--- src/logic/pptfs_pkg.sv ---
// package: constants for the port pin / timer function select block
`default_nettype none
package pptfs_pkg;
    localparam int          PPTFS_NPINS       = 3;
    localparam int          PPTFS_DW          = 8;
    localparam int          PPTFS_AW          = 2;
    // register map (word index on the plain port)
    localparam logic [1:0]  PPTFS_ADDR_DIR    = 2'h0;
    localparam logic [1:0]  PPTFS_ADDR_DATA   = 2'h1;
    localparam logic [1:0]  PPTFS_ADDR_TMR    = 2'h2;
    localparam logic [1:0]  PPTFS_ADDR_STAT   = 2'h3;
    localparam logic [7:0]  PPTFS_DIR_RST     = 8'h00;
    localparam logic [7:0]  PPTFS_DATA_RST    = 8'h00;
    localparam logic [7:0]  PPTFS_TMR_RST     = 8'h00;
    localparam logic [7:0]  PPTFS_DIR_READ    = 8'hFF;
    localparam logic [7:0]  PPTFS_UNMAPPED    = 8'h00;
    // timer control word layout
    localparam int          PPTFS_B_CMB       = 0;
    localparam int          PPTFS_B_CH3_PWM_BIT      = 1;
    localparam int          PPTFS_B_CH4_PWM_BIT      = 2;
    localparam int          PPTFS_B_EA3       = 3;
    localparam int          PPTFS_B_EB3       = 4;
    localparam int          PPTFS_B_EA4       = 5;
    localparam int          PPTFS_IO_ZERO     = 0;
    localparam logic [2:0]  PPTFS_IO_NONE     = 3'h0;
    localparam int          PPTFS_IO_TOP      = 2;
endpackage : pptfs_pkg
`default_nettype wire

--- src/logic/pptfs_pin_sel.sv ---
// one shared pin: decides timer output, port output or port input
`default_nettype none
module pptfs_pin_sel
    import pptfs_pkg::*;
(
    input  wire logic       cmb_i,
    input  wire logic       pwm_i,
    input  wire logic       pwm_counts_i,
    input  wire logic       oe_i,
    input  wire logic [2:0] io_i,
    input  wire logic       dir_i,
    input  wire logic       port_out_i,
    input  wire logic       tmr_out_i,
    output logic            tmr_mode_o,
    output logic            cap_en_o,
    output logic            pad_o,
    output logic            pad_oe_o
);
    // pwm takes the pin only on line A; line B passes pwm_counts_i = 0
    wire io_out_sel = (io_i != PPTFS_IO_NONE) && !io_i[PPTFS_IO_TOP];
    assign tmr_mode_o = oe_i && (cmb_i || (pwm_i && pwm_counts_i)
                        || (!pwm_i && io_out_sel) || (!pwm_counts_i && io_out_sel));
    assign cap_en_o   = !cmb_i && !pwm_i && io_i[PPTFS_IO_TOP];
    assign pad_o      = tmr_mode_o ? tmr_out_i : port_out_i;
    assign pad_oe_o   = tmr_mode_o || dir_i;
endmodule : pptfs_pin_sel
`default_nettype wire

--- src/logic/pptfs_top.sv ---
// top: port pins 0..2 shared with timer channel 3/4 capture-compare lines
// ----------------------------------------------------------------------
// Summary of operation
// - pin 1 is timer3 B output in output state, else port by direction bit
// - timer3 B capture input from pin 1 when combined=0, ch3_pwm_bit=0, io b top=1
// - B output state: enable 1 and combined=1 or io b field 001..011
// - pin 0 is timer3 A output in output state, else port by direction bit
// - timer3 A capture input from pin 0 when combined=0, ch3_pwm_bit=0, io a top=1
// - A output state: enable 1 with combined, pwm, or field 001..011
// - pin 2 uses channel 4 A bits in the same way
// - port read gives data bit when direction 1, pad level when 0
// - direction cleared by reset and hardware standby, held in software standby
// ----------------------------------------------------------------------
`default_nettype none
module pptfs_top
    import pptfs_pkg::*;
(
    input  wire logic                ref_clk_i,
    input  wire logic                rst_n_i,
    input  wire logic                hw_standby_i,
    input  wire logic [PPTFS_AW-1:0] addr_i,
    input  wire logic [PPTFS_DW-1:0] wdata_i,
    input  wire logic                wr_i,
    input  wire logic                rd_i,
    output logic      [PPTFS_DW-1:0] rdata_o,
    input  wire logic [2:0]          ch3_io_a_i,
    input  wire logic [2:0]          ch3_io_b_i,
    input  wire logic [2:0]          ch4_io_a_i,
    input  wire logic [2:0]          tmr_out_i,
    output logic      [2:0]          tmr_cap_o,
    input  wire logic [2:0]          pad_i,
    output logic      [2:0]          pad_o,
    output logic      [2:0]          pad_oe_o
);
    // ------------------------------------------------------------------
    // registers
    // ------------------------------------------------------------------
    logic [PPTFS_DW-1:0] port_direction_reg_q;
    logic [PPTFS_DW-1:0] port_data_reg_q;
    logic [PPTFS_DW-1:0] tmr_ctrl_q;
    logic [PPTFS_DW-1:0] rdata_q;
    logic [2:0]          pad_q;
    logic [2:0]          pad_oe_q;
    logic [2:0]          cap_q;

    wire wr_dir  = wr_i && (addr_i == PPTFS_ADDR_DIR);
    wire wr_data = wr_i && (addr_i == PPTFS_ADDR_DATA);
    wire wr_tmr  = wr_i && (addr_i == PPTFS_ADDR_TMR);

    wire combined_mode_bit = tmr_ctrl_q[PPTFS_B_CMB];
    wire ch3_pwm_bit       = tmr_ctrl_q[PPTFS_B_CH3_PWM_BIT];
    wire ch4_pwm_bit       = tmr_ctrl_q[PPTFS_B_CH4_PWM_BIT];
    wire ch3_out_enable_a  = tmr_ctrl_q[PPTFS_B_EA3];
    wire ch3_out_enable_b  = tmr_ctrl_q[PPTFS_B_EB3];
    wire ch4_out_enable_a  = tmr_ctrl_q[PPTFS_B_EA4];

    // hardware standby clears direction; software standby is simply no write
    always_ff @(posedge ref_clk_i or negedge rst_n_i) begin
        if (!rst_n_i) begin
            port_direction_reg_q <= PPTFS_DIR_RST;
        end else if (hw_standby_i) begin
            port_direction_reg_q <= PPTFS_DIR_RST;
        end else if (wr_dir) begin
            port_direction_reg_q <= wdata_i;
        end
    end

    always_ff @(posedge ref_clk_i or negedge rst_n_i) begin
        if (!rst_n_i) begin
            port_data_reg_q <= PPTFS_DATA_RST;
            tmr_ctrl_q      <= PPTFS_TMR_RST;
        end else if (hw_standby_i) begin
            port_data_reg_q <= PPTFS_DATA_RST;
            tmr_ctrl_q      <= PPTFS_TMR_RST;
        end else begin
            if (wr_data) begin
                port_data_reg_q <= wdata_i;
            end
            if (wr_tmr) begin
                tmr_ctrl_q <= wdata_i;
            end
        end
    end

    // ------------------------------------------------------------------
    // pin selection
    // ------------------------------------------------------------------
    logic [2:0] tmr_mode;
    logic [2:0] cap_en;
    logic [2:0] pad_d;
    logic [2:0] pad_oe_d;

    // pin 0: timer3 line A
    pptfs_pin_sel u_pin0 (
        .cmb_i        (combined_mode_bit),
        .pwm_i        (ch3_pwm_bit),
        .pwm_counts_i (1'b1),
        .oe_i         (ch3_out_enable_a),
        .io_i         (ch3_io_a_i),
        .dir_i        (port_direction_reg_q[0]),
        .port_out_i   (port_data_reg_q[0]),
        .tmr_out_i    (tmr_out_i[0]),
        .tmr_mode_o   (tmr_mode[0]),
        .cap_en_o     (cap_en[0]),
        .pad_o        (pad_d[0]),
        .pad_oe_o     (pad_oe_d[0])
    );

    // pin 1: timer3 line B, pwm does not take this pin
    pptfs_pin_sel u_pin1 (
        .cmb_i        (combined_mode_bit),
        .pwm_i        (ch3_pwm_bit),
        .pwm_counts_i (1'b0),
        .oe_i         (ch3_out_enable_b),
        .io_i         (ch3_io_b_i),
        .dir_i        (port_direction_reg_q[1]),
        .port_out_i   (port_data_reg_q[1]),
        .tmr_out_i    (tmr_out_i[1]),
        .tmr_mode_o   (tmr_mode[1]),
        .cap_en_o     (cap_en[1]),
        .pad_o        (pad_d[1]),
        .pad_oe_o     (pad_oe_d[1])
    );

    // pin 2: timer4 line A
    pptfs_pin_sel u_pin2 (
        .cmb_i        (combined_mode_bit),
        .pwm_i        (ch4_pwm_bit),
        .pwm_counts_i (1'b1),
        .oe_i         (ch4_out_enable_a),
        .io_i         (ch4_io_a_i),
        .dir_i        (port_direction_reg_q[2]),
        .port_out_i   (port_data_reg_q[2]),
        .tmr_out_i    (tmr_out_i[2]),
        .tmr_mode_o   (tmr_mode[2]),
        .cap_en_o     (cap_en[2]),
        .pad_o        (pad_d[2]),
        .pad_oe_o     (pad_oe_d[2])
    );

    // capture sees the raw pad, independent of the port data register
    wire [2:0] cap_d = cap_en & pad_i;

    // ------------------------------------------------------------------
    // read path
    // ------------------------------------------------------------------
    wire [PPTFS_DW-1:0] pad_level = {{(PPTFS_DW-3){1'b0}}, pad_i};
    wire [PPTFS_DW-1:0] port_rd   = (port_direction_reg_q & port_data_reg_q)
                                  | (~port_direction_reg_q & pad_level);
    wire [PPTFS_DW-1:0] stat_rd   = {{(PPTFS_DW-6){1'b0}}, cap_en, tmr_mode};
    wire [PPTFS_DW-1:0] rd_mux    = (addr_i == PPTFS_ADDR_DIR)  ? PPTFS_DIR_READ :
                                    (addr_i == PPTFS_ADDR_DATA) ? port_rd :
                                    (addr_i == PPTFS_ADDR_TMR)  ? tmr_ctrl_q :
                                    (addr_i == PPTFS_ADDR_STAT) ? stat_rd :
                                    PPTFS_UNMAPPED;

    // outputs registered: pins change one cycle after the controls
    always_ff @(posedge ref_clk_i or negedge rst_n_i) begin
        if (!rst_n_i) begin
            rdata_q  <= PPTFS_UNMAPPED;
            pad_q    <= 3'h0;
            pad_oe_q <= 3'h0;
            cap_q    <= 3'h0;
        end else begin
            rdata_q  <= rd_i ? rd_mux : PPTFS_UNMAPPED;
            pad_q    <= pad_d;
            pad_oe_q <= pad_oe_d;
            cap_q    <= cap_d;
        end
    end

    assign rdata_o   = rdata_q;
    assign pad_o     = pad_q;
    assign pad_oe_o  = pad_oe_q;
    assign tmr_cap_o = cap_q;

    // ------------------------------------------------------------------
    // checks
    // ------------------------------------------------------------------
    pin1_timer_out_a: assert property (
        @(posedge ref_clk_i) disable iff (!rst_n_i)
        (ch3_out_enable_b && combined_mode_bit)
        |=> (pad_oe_o[1] && pad_o[1] == $past(tmr_out_i[1])))
        else $error("pin 1 not timer output in combined mode");
    pin1_field_out_a: assert property (
        @(posedge ref_clk_i) disable iff (!rst_n_i)
        (ch3_out_enable_b && !combined_mode_bit && ch3_io_b_i != 3'h0 && !ch3_io_b_i[2])
        |=> (pad_oe_o[1] && pad_o[1] == $past(tmr_out_i[1])))
        else $error("pin 1 not timer output for compare field");
    pin1_port_out_a: assert property (
        @(posedge ref_clk_i) disable iff (!rst_n_i)
        (!ch3_out_enable_b && port_direction_reg_q[1])
        |=> (pad_oe_o[1] && pad_o[1] == $past(port_data_reg_q[1])))
        else $error("pin 1 not port output");
    pin1_port_in_a: assert property (
        @(posedge ref_clk_i) disable iff (!rst_n_i)
        (!ch3_out_enable_b && !port_direction_reg_q[1])
        |=> !pad_oe_o[1])
        else $error("pin 1 driven while port input");
    b_port_state_a: assert property (
        @(posedge ref_clk_i) disable iff (!rst_n_i)
        (!combined_mode_bit && ch3_io_b_i == 3'h0 && !port_direction_reg_q[1])
        |=> !pad_oe_o[1])
        else $error("pin 1 driven in port input state");
    b_field_top_a: assert property (
        @(posedge ref_clk_i) disable iff (!rst_n_i)
        (!combined_mode_bit && ch3_io_b_i[2] && !port_direction_reg_q[1])
        |=> !pad_oe_o[1])
        else $error("pin 1 driven with capture field selected");
    pin1_cap_a: assert property (
        @(posedge ref_clk_i) disable iff (!rst_n_i)
        (!combined_mode_bit && !ch3_pwm_bit && ch3_io_b_i[2])
        |=> tmr_cap_o[1] == $past(pad_i[1]))
        else $error("pin 1 capture not connected");
    pin1_cap_off_a: assert property (
        @(posedge ref_clk_i) disable iff (!rst_n_i)
        (combined_mode_bit || ch3_pwm_bit || !ch3_io_b_i[2])
        |=> !tmr_cap_o[1])
        else $error("pin 1 capture active while disconnected");
    pin0_combined_a: assert property (
        @(posedge ref_clk_i) disable iff (!rst_n_i)
        (ch3_out_enable_a && combined_mode_bit)
        |=> (pad_oe_o[0] && pad_o[0] == $past(tmr_out_i[0])))
        else $error("pin 0 not timer output in combined mode");
    pin0_pwm_a: assert property (
        @(posedge ref_clk_i) disable iff (!rst_n_i)
        (ch3_out_enable_a && ch3_pwm_bit)
        |=> pad_oe_o[0])
        else $error("pin 0 not timer output under pwm");
    pin0_field_out_a: assert property (
        @(posedge ref_clk_i) disable iff (!rst_n_i)
        (ch3_out_enable_a && !combined_mode_bit && !ch3_pwm_bit
            && ch3_io_a_i != 3'h0 && !ch3_io_a_i[2])
        |=> (pad_oe_o[0] && pad_o[0] == $past(tmr_out_i[0])))
        else $error("pin 0 not timer output for compare field");
    a_port_state_a: assert property (
        @(posedge ref_clk_i) disable iff (!rst_n_i)
        (!combined_mode_bit && !ch3_pwm_bit && (ch3_io_a_i == 3'h0 || ch3_io_a_i[2])
            && !port_direction_reg_q[0])
        |=> !pad_oe_o[0])
        else $error("pin 0 driven in port input state");
    pin0_port_out_a: assert property (
        @(posedge ref_clk_i) disable iff (!rst_n_i)
        (!ch3_out_enable_a && port_direction_reg_q[0])
        |=> (pad_oe_o[0] && pad_o[0] == $past(port_data_reg_q[0])))
        else $error("pin 0 not port output");
    pin0_port_in_a: assert property (
        @(posedge ref_clk_i) disable iff (!rst_n_i)
        (!ch3_out_enable_a && !port_direction_reg_q[0])
        |=> !pad_oe_o[0])
        else $error("pin 0 driven while port input");
    pin0_cap_on_a: assert property (
        @(posedge ref_clk_i) disable iff (!rst_n_i)
        (!combined_mode_bit && !ch3_pwm_bit && ch3_io_a_i[2])
        |=> tmr_cap_o[0] == $past(pad_i[0]))
        else $error("pin 0 capture not connected");
    pin0_cap_a: assert property (
        @(posedge ref_clk_i) disable iff (!rst_n_i)
        (ch3_pwm_bit)
        |=> !tmr_cap_o[0])
        else $error("pin 0 capture active under pwm");
    pin2_timer_out_a: assert property (
        @(posedge ref_clk_i) disable iff (!rst_n_i)
        (ch4_out_enable_a && (combined_mode_bit || ch4_pwm_bit))
        |=> (pad_oe_o[2] && pad_o[2] == $past(tmr_out_i[2])))
        else $error("pin 2 not timer output in combined or pwm mode");
    pin2_field_out_a: assert property (
        @(posedge ref_clk_i) disable iff (!rst_n_i)
        (ch4_out_enable_a && !combined_mode_bit && !ch4_pwm_bit
            && ch4_io_a_i != 3'h0 && !ch4_io_a_i[2])
        |=> pad_oe_o[2])
        else $error("pin 2 not timer output for compare field");
    pin2_port_out_a: assert property (
        @(posedge ref_clk_i) disable iff (!rst_n_i)
        (!ch4_out_enable_a && port_direction_reg_q[2])
        |=> (pad_oe_o[2] && pad_o[2] == $past(port_data_reg_q[2])))
        else $error("pin 2 not port output");
    pin2_port_in_a: assert property (
        @(posedge ref_clk_i) disable iff (!rst_n_i)
        (!ch4_out_enable_a && !port_direction_reg_q[2])
        |=> !pad_oe_o[2])
        else $error("pin 2 driven while port input");
    pin2_cap_a: assert property (
        @(posedge ref_clk_i) disable iff (!rst_n_i)
        (!combined_mode_bit && !ch4_pwm_bit && ch4_io_a_i[2])
        |=> tmr_cap_o[2] == $past(pad_i[2]))
        else $error("pin 2 capture not connected");
    pin2_cap_off_a: assert property (
        @(posedge ref_clk_i) disable iff (!rst_n_i)
        (combined_mode_bit || ch4_pwm_bit || !ch4_io_a_i[2])
        |=> !tmr_cap_o[2])
        else $error("pin 2 capture active while disconnected");
    port_read_a: assert property (
        @(posedge ref_clk_i) disable iff (!rst_n_i)
        (rd_i && addr_i == PPTFS_ADDR_DATA && !port_direction_reg_q[0])
        |=> rdata_o[0] == $past(pad_i[0]))
        else $error("port read of input pin not pad level");
    port_read_out_a: assert property (
        @(posedge ref_clk_i) disable iff (!rst_n_i)
        (rd_i && addr_i == PPTFS_ADDR_DATA && port_direction_reg_q[1])
        |=> rdata_o[1] == $past(port_data_reg_q[1]))
        else $error("port read of output pin not data bit");
    dir_read_a: assert property (
        @(posedge ref_clk_i) disable iff (!rst_n_i)
        (rd_i && addr_i == PPTFS_ADDR_DIR)
        |=> rdata_o == PPTFS_DIR_READ)
        else $error("direction read not all ones");
    rdata_idle_a: assert property (
        @(posedge ref_clk_i) disable iff (!rst_n_i)
        (!rd_i)
        |=> rdata_o == PPTFS_UNMAPPED)
        else $error("read data not idle without a read");
    dir_standby_a: assert property (
        @(posedge ref_clk_i) disable iff (!rst_n_i)
        hw_standby_i
        |=> port_direction_reg_q == PPTFS_DIR_RST)
        else $error("direction not cleared in hardware standby");
endmodule : pptfs_top
`default_nettype wire

--- config.mk ---
export PLATFORM = sky130hd
export DESIGN_NAME = pptfs_top
export DESIGN_NICKNAME = d
export VERILOG_FILES = /design/src/logic/pptfs_pkg.sv /design/src/logic/pptfs_pin_sel.sv /design/src/logic/pptfs_top.sv
export SDC_FILE = /design/constraint.sdc
export NUM_CORES = 1
export LEC_CHECK = 0
export BUFFER_PORTS_ARGS = -buffer_cell sky130_fd_sc_hd__buf_2
export CAP_MARGIN = 0
export CORE_UTILIZATION = 48
export DETAILED_ROUTE_END_ITERATION = 12
export GPL_TIMING_DRIVEN = 1
export PLACE_DENSITY = 0.73
export SLEW_MARGIN = 10
export SYNTH_ARGS = -nofsm -noshare
export SYNTH_HDL_FRONTEND = slang
export SYNTH_SLANG_ARGS = --single-unit
--- constraint.sdc ---
create_clock -name ref_clk_i -period 3.8 [get_ports ref_clk_i]
set_clock_uncertainty 0.2 [all_clocks]
set_input_delay 0.76 -clock ref_clk_i [delete_from_list [all_inputs] [get_ports ref_clk_i]]
set_output_delay 0.76 -clock ref_clk_i [all_outputs]
set_load 0.02 [all_outputs]
==> results.ini, run 1 <==
[outcome]
status = finished, final reports clean

[cts]
cts_buffer_depth = 2
cts_root_buf = clkbuf_8
cts_setup_buffers = 0
post_cts_resize_count = 0
clkTransAtPathRegs_ps = 70
clock-sinks = 41
clock_latency_ps = 290
numCtsBuffers = 5
tritoncts = done
cts_hold_buf = 0
h-tree-depth = 2

[setup_path]
path_max_fanout = 20
cp-start-kind = input pin
worstSetupPathType = in2reg
reg2reg_slack_ps = 2210
crit_path_end_kind = flip-flop
crit_arrival_ps = 2040
crit_required_ps = 3760

[power]
combPwrFrac_pct = 11.9
powerDensity_nw_per_um2 = 419.5
intPower_mw = 0.6890
sequentialPowerShare_pct = 51.4
switching_share_pct = 23.49
power_frac_clock_pct = 36.7
vdd_ir_drop_max_uv = 247.7
p_switching_mw = 0.2116
power_mw = 0.9006
p_leak_nw = 1.172

[timing]
rsz0062_at_grt = false
relSlewSlack_pct = 41.94
fin_crit_sh_pct = 54.86
maxSlewViolCount = 0
finalCriticalPeriod_ps = 2085
tns_ps = 0
timing.hold.ws_ps = 322.9
setup_violations = 0
fmax_ghz = 0.4797
tightest_slew_ps = 870.8
hold_violations = 0

[route]
vias_per_cell = 5.335
num_vias = 1291
ant_nets = 0
remaining_drc_errors = 0
firstDrtPassIters = 4
routedWlPerCell_um = 14.89
totalWireLength_mm = 3.604
first_iter_violations = 56

[logic_synthesis]
syn_nets = 181
syn_inst = 151
synth_area_um2 = 1817
ys_seq_elements = 41
yosysUniqueCellTypes = 28
ys_seq_area_share_pct = 56.47
avgSynthCellArea_um2 = 12.03
ys_warn_count = 0

[global_route]
grt_util_met3_pct = 6.522
antenna_found_initial = 0
globalRouteMet2Util_pct = 32.45
busiest_layer = met2
grt_pass1_vias = 1256
overflow = 0
grt_usage_pct = 19.44
met1_usage_pct = 22.75
grt_pass1_wl_mm = 5.892
grt_max_degree = 42

[floorplan]
io_pins = 47
die_x_um = 63.52
fp.dieH_um = 63.52
start_util_pct = 52.38
fp.coreArea_um2 = 3468
die_area_um2 = 4035
row_count = 21

[placement]
dp.cells = 235
gp_congestion = 0.7848
numPortBuffers = 46
dpl.hpwl_mm = 2.464

[layout]
drive_gt1_share_pct = 32.14
nets = 226
regArea_um2 = 1026
fillers = 303
multi_input_area_um2 = 725.7
areaGrowthSynthToFinish_pct = 18.18
final_cells = 242
diodes = 0

[job]
max_cap_violations = 0

[min_path]
hp-class = reg2reg

-- layout make-up --
class                           instances  area share, %
Tap cell                               46          2.681
Inverter                                1         0.1748
Clock buffer                            5          3.205
Sequential cell                        41          47.79
Multi-Input combinational cell        101          33.80
Timing Repair Buffer                   46          10.72
Clock inverter                          2          1.632
-- synth_stat cells --
library cell | n | share of area (%)
o21bai_1 | 2 | 0.83
o21ba_2 | 1 | 0.55
a31oi_1 | 3 | 1.0
a21bo_2 | 2 | 1.1
buf_4 | 2 | 0.83
nand2b_1 | 8 | 2.8
buf_2 | 1 | 0.28
mux2_4 | 1 | 0.83
nand3b_1 | 2 | 0.83
and3_1 | 3 | 1.0
a21o_1 | 2 | 0.83
nor3b_2 | 1 | 0.69
inv_1 | 1 | 0.21
mux2_1 | 1 | 0.62
mux2i_1 | 24 | 13
a311oi_1 | 3 | 1.4
o221ai_1 | 3 | 1.4
dfrtp_1 | 41 | 56
clkbuf_1 | 2 | 0.41
nand3_1 | 3 | 0.83
o21ai_1 | 1 | 0.28
nor2_1 | 26 | 5.4
mux2_2 | 4 | 2.5
nand2b_4 | 1 | 0.76
buf_6 | 3 | 1.9
or2b_1 | 3 | 1.2
a21oi_1 | 5 | 1.4
nand2_1 | 2 | 0.41
-- cell usage in the layout (no fill, tap or decap), drive strengths merged --
cell type  instances
clkbuf             5
o21ai              1
a31oi              3
nand2b             9
nor2              26
nand3b             2
buf               46
and3               3
or2b               3
a21o               2
mux2i             24
nand3              3
clkinv             1
nand2              2
a21bo              2
o21bai             2
o21ba              1
a21oi              5
inv                1
nor3b              1
o221ai             3
bufinv             1
a311oi             3
mux2               6
dfrtp             41
-- power groups by stage --
stage	clock network (mW)	registers (mW)	logic, mW
after floorplan	0	0.483	0.0512
after global placement	0	0.470	0.106
after detailed placement	0	0.471	0.108
after CTS	0.339	0.462	0.108
after global routing	0.353	0.465	0.118
final	0.331	0.463	0.107
-- routing by layer --
layer  wire, um  up-vias
li1           -      612
met1       1546      626
met2       1748       46
met3        246        7
met4         63        0
met5          0        -
-- logic make-up (layout without fill, tap and decap cells) --
| group | Yosys count | after routing | synth area share [%] |
|---|---|---|---|
| muxes | 30 | 30 | 17.15 |
| buffers and inverters | 9 | 54 | 3.581 |
| DFF | 41 | 41 | 56.47 |
| AOI/OAI and AO/OA | 22 | 22 | 8.884 |
| and+or+nand+nor | 49 | 49 | 13.91 |
-- worst max-delay path: stages --
cell     delay, ps
buf_2          220
nor3b_2        710
mux2i_1        280
nor2_1          70
-- path summary, 6_finish.rpt --
kind / to / from / cells after the start
setup / recovery: port_direction_reg_q[2] / addr_i[0] / 4
hold / removal: pad_oe_o[1] / port_direction_reg_q[1] / 1
setup reg to reg: pad_o[0] / tmr_ctrl_q[0] / 3
hold reg to reg: pad_oe_o[1] / port_direction_reg_q[1] / 1
max in group asynchronous: port_direction_reg_q[5] / rst_n_i / 1
min in group asynchronous: tmr_cap_o[0] / rst_n_i / 1
-- state kept, by name, indices dropped and copies added, names as in the netlist --
name	flops
port_data_reg_q	8
port_direction_reg_q	8
rdata_o	8
tmr_ctrl_q	8
pad_o	3
pad_oe_o	3
tmr_cap_o	3
-- per-stage QoR --
| step | setup WS [ps] | instance area, um2 | utilization, % |
|---|---|---|---|
| after floorplan | 2004 | 1817 | - |
| after detailed placement | 1445 | 2043 | 58.91 |
| after global placement | 1504 | 2043 | 58.91 |
| after global routing | 1640 | 2147 | 61.90 |
| final | 1715 | 2147 | 61.90 |
| after CTS | 1733 | 2147 | 61.90 |
Power figures use the tool's default switching activity.
==> inputs of run 2 (changes only) <==
==> constraint.sdc (replaced) <==
create_clock -name ref_clk_i -period 2.1 [get_ports ref_clk_i]
set_clock_uncertainty 0.2 [all_clocks]
set_input_delay 0.42 -clock ref_clk_i [delete_from_list [all_inputs] [get_ports ref_clk_i]]
set_output_delay 0.42 -clock ref_clk_i [all_outputs]
set_load 0.02 [all_outputs]
==> results.ini, run 2 (same netlist as run 1, synthesis figures left out) <==
[outcome]
status = finished, final reports clean

[setup_path]
crit_buf_inv = 0
crit_path_end_kind = flip-flop
crit_arrival_ps = 1520
path_cells = nor2_1, a21bo_2, mux2_4
max_stage_delay_ps = 430
worstSetupPathType = reg2reg
path_max_fanout = 5
cp-start-kind = flip-flop
crit_required_ps = 2080
crit_family = flip-flops
crit_slowest_cell = dfrtp_1

[layout]
nets = 233
drive_gt1_share_pct = 33.82
multi_input_area_um2 = 725.7
regArea_um2 = 1026
diodes = 0
areaGrowthSynthToFinish_pct = 20.04
layout_commonest_cell = buf_2
fillers = 308
layout_common_cells = buf_2 (46), dfrtp_1 (41), nor2_1 (26), mux2i_1 (24), nand2b_1 (8)
final_cells = 250

[cts]
cts_buffer_depth = 2
clkTransAtPathRegs_ps = 70
tritoncts = done
cts_root_buf = clkbuf_8
clock-sinks = 41
post_cts_resize_count = 0
numCtsBuffers = 5
clock_latency_ps = 290
cts_setup_buffers = 0
h-tree-depth = 2

[floorplan]
start_util_pct = 52.38
die_area_um2 = 4035
die_x_um = 63.52
io_pins = 47
fp.coreArea_um2 = 3468
fp.dieH_um = 63.52
row_count = 21

[placement]
dp.cells = 241
numPortBuffers = 46
gp_congestion = 0.7936

[timing]
relSlewSlack_pct = 63.29
maxSlewViolCount = 0
fin_crit_sh_pct = 73.23
tightest_slew_ps = 549.0
finalCriticalPeriod_ps = 1538
fmax_ghz = 0.6502
setup_violations = 0
rsz0062_at_grt = false
tns_ps = 0
hold_violations = 0

[power]
p_leak_nw = 1.196
power_mw = 1.530
powerDensity_nw_per_um2 = 701.8
vdd_ir_drop_max_uv = 348.6

[route]
totalWireLength_mm = 3.848
ant_nets = 0
routedWlPerCell_um = 15.39
firstDrtPassIters = 4
first_iter_violations = 64
remaining_drc_errors = 0
num_vias = 1331
vias_per_cell = 5.324

[global_route]
grt_max_degree = 42
antenna_found_initial = 0
overflow = 0
grt_pass1_wl_mm = 6.396
grt_pass1_vias = 1368
grt_usage_pct = 21.24

[min_path]
hp-class = in2reg

[job]
max_cap_violations = 0

-- run 2: final timing paths --
path	from	depth (start not counted)	slack (ps)	to
max	tmr_ctrl_q[0]	3	560	pad_o[0]
min	tmr_out_i[2]	2	140	pad_o[2]
max reg2reg	tmr_ctrl_q[0]	3	560	pad_o[0]
min reg2reg	port_direction_reg_q[2]	1	320	pad_oe_o[2]
max in group asynchronous	rst_n_i	3	830	tmr_ctrl_q[2]
min in group asynchronous	rst_n_i	3	510	pad_oe_o[0]
-- run 2: cell type report --
| class | count | area share [%] |
|---|---|---|
| flip-flops and latches | 41 | 47.05 |
| multi-input cells | 101 | 33.28 |
| repair buffers | 53 | 13.08 |
| clock buffers | 6 | 3.328 |
| well taps | 46 | 2.639 |
| clock inverters | 2 | 0.4590 |
| inverters | 1 | 0.1721 |
-- run 2: repair_timing --
action                                 CTS  global route
endpoints found under the hold margin   41             0
hold buffers                             1             0
setup endpoints to repair                0             0
-- run 2: layer usage --
metal / part of all wire [%] / global-route usage [%]
met4: 2.3 / 9.375
met2: 50 / 36.97
met5: 0 / 0
met1: 43 / 23.84
met3: 4.7 / 6.159
-- run 2: metrics by stage --
stage	hold slack, ps	setup slack, ps	util (%)	instance area, um2
global placement	281.8	373.6	60.21	2088
floorplan	-75.59	644.1	-	1817
CTS	131.4	562.8	62.88	2181
finish	135.7	562.1	62.88	2181
global route	141.1	474.7	62.88	2181
detailed placement	291.0	304.9	60.21	2088
-- run 2: worst register-to-register path: stages, from the launching register on --
cell and delay [ps]:
dfrtp_1 430, nor2_1 260, a21bo_2 230, mux2_4 300
-- run 2: report_power, final --
part	leakage [nW]	internal [mW]	switching [mW]	total, mW
Clock	0.0450	0.230	0.258	0.488
Sequential	0.556	0.822	0.0148	0.837
Combinational	0.596	0.0865	0.119	0.206
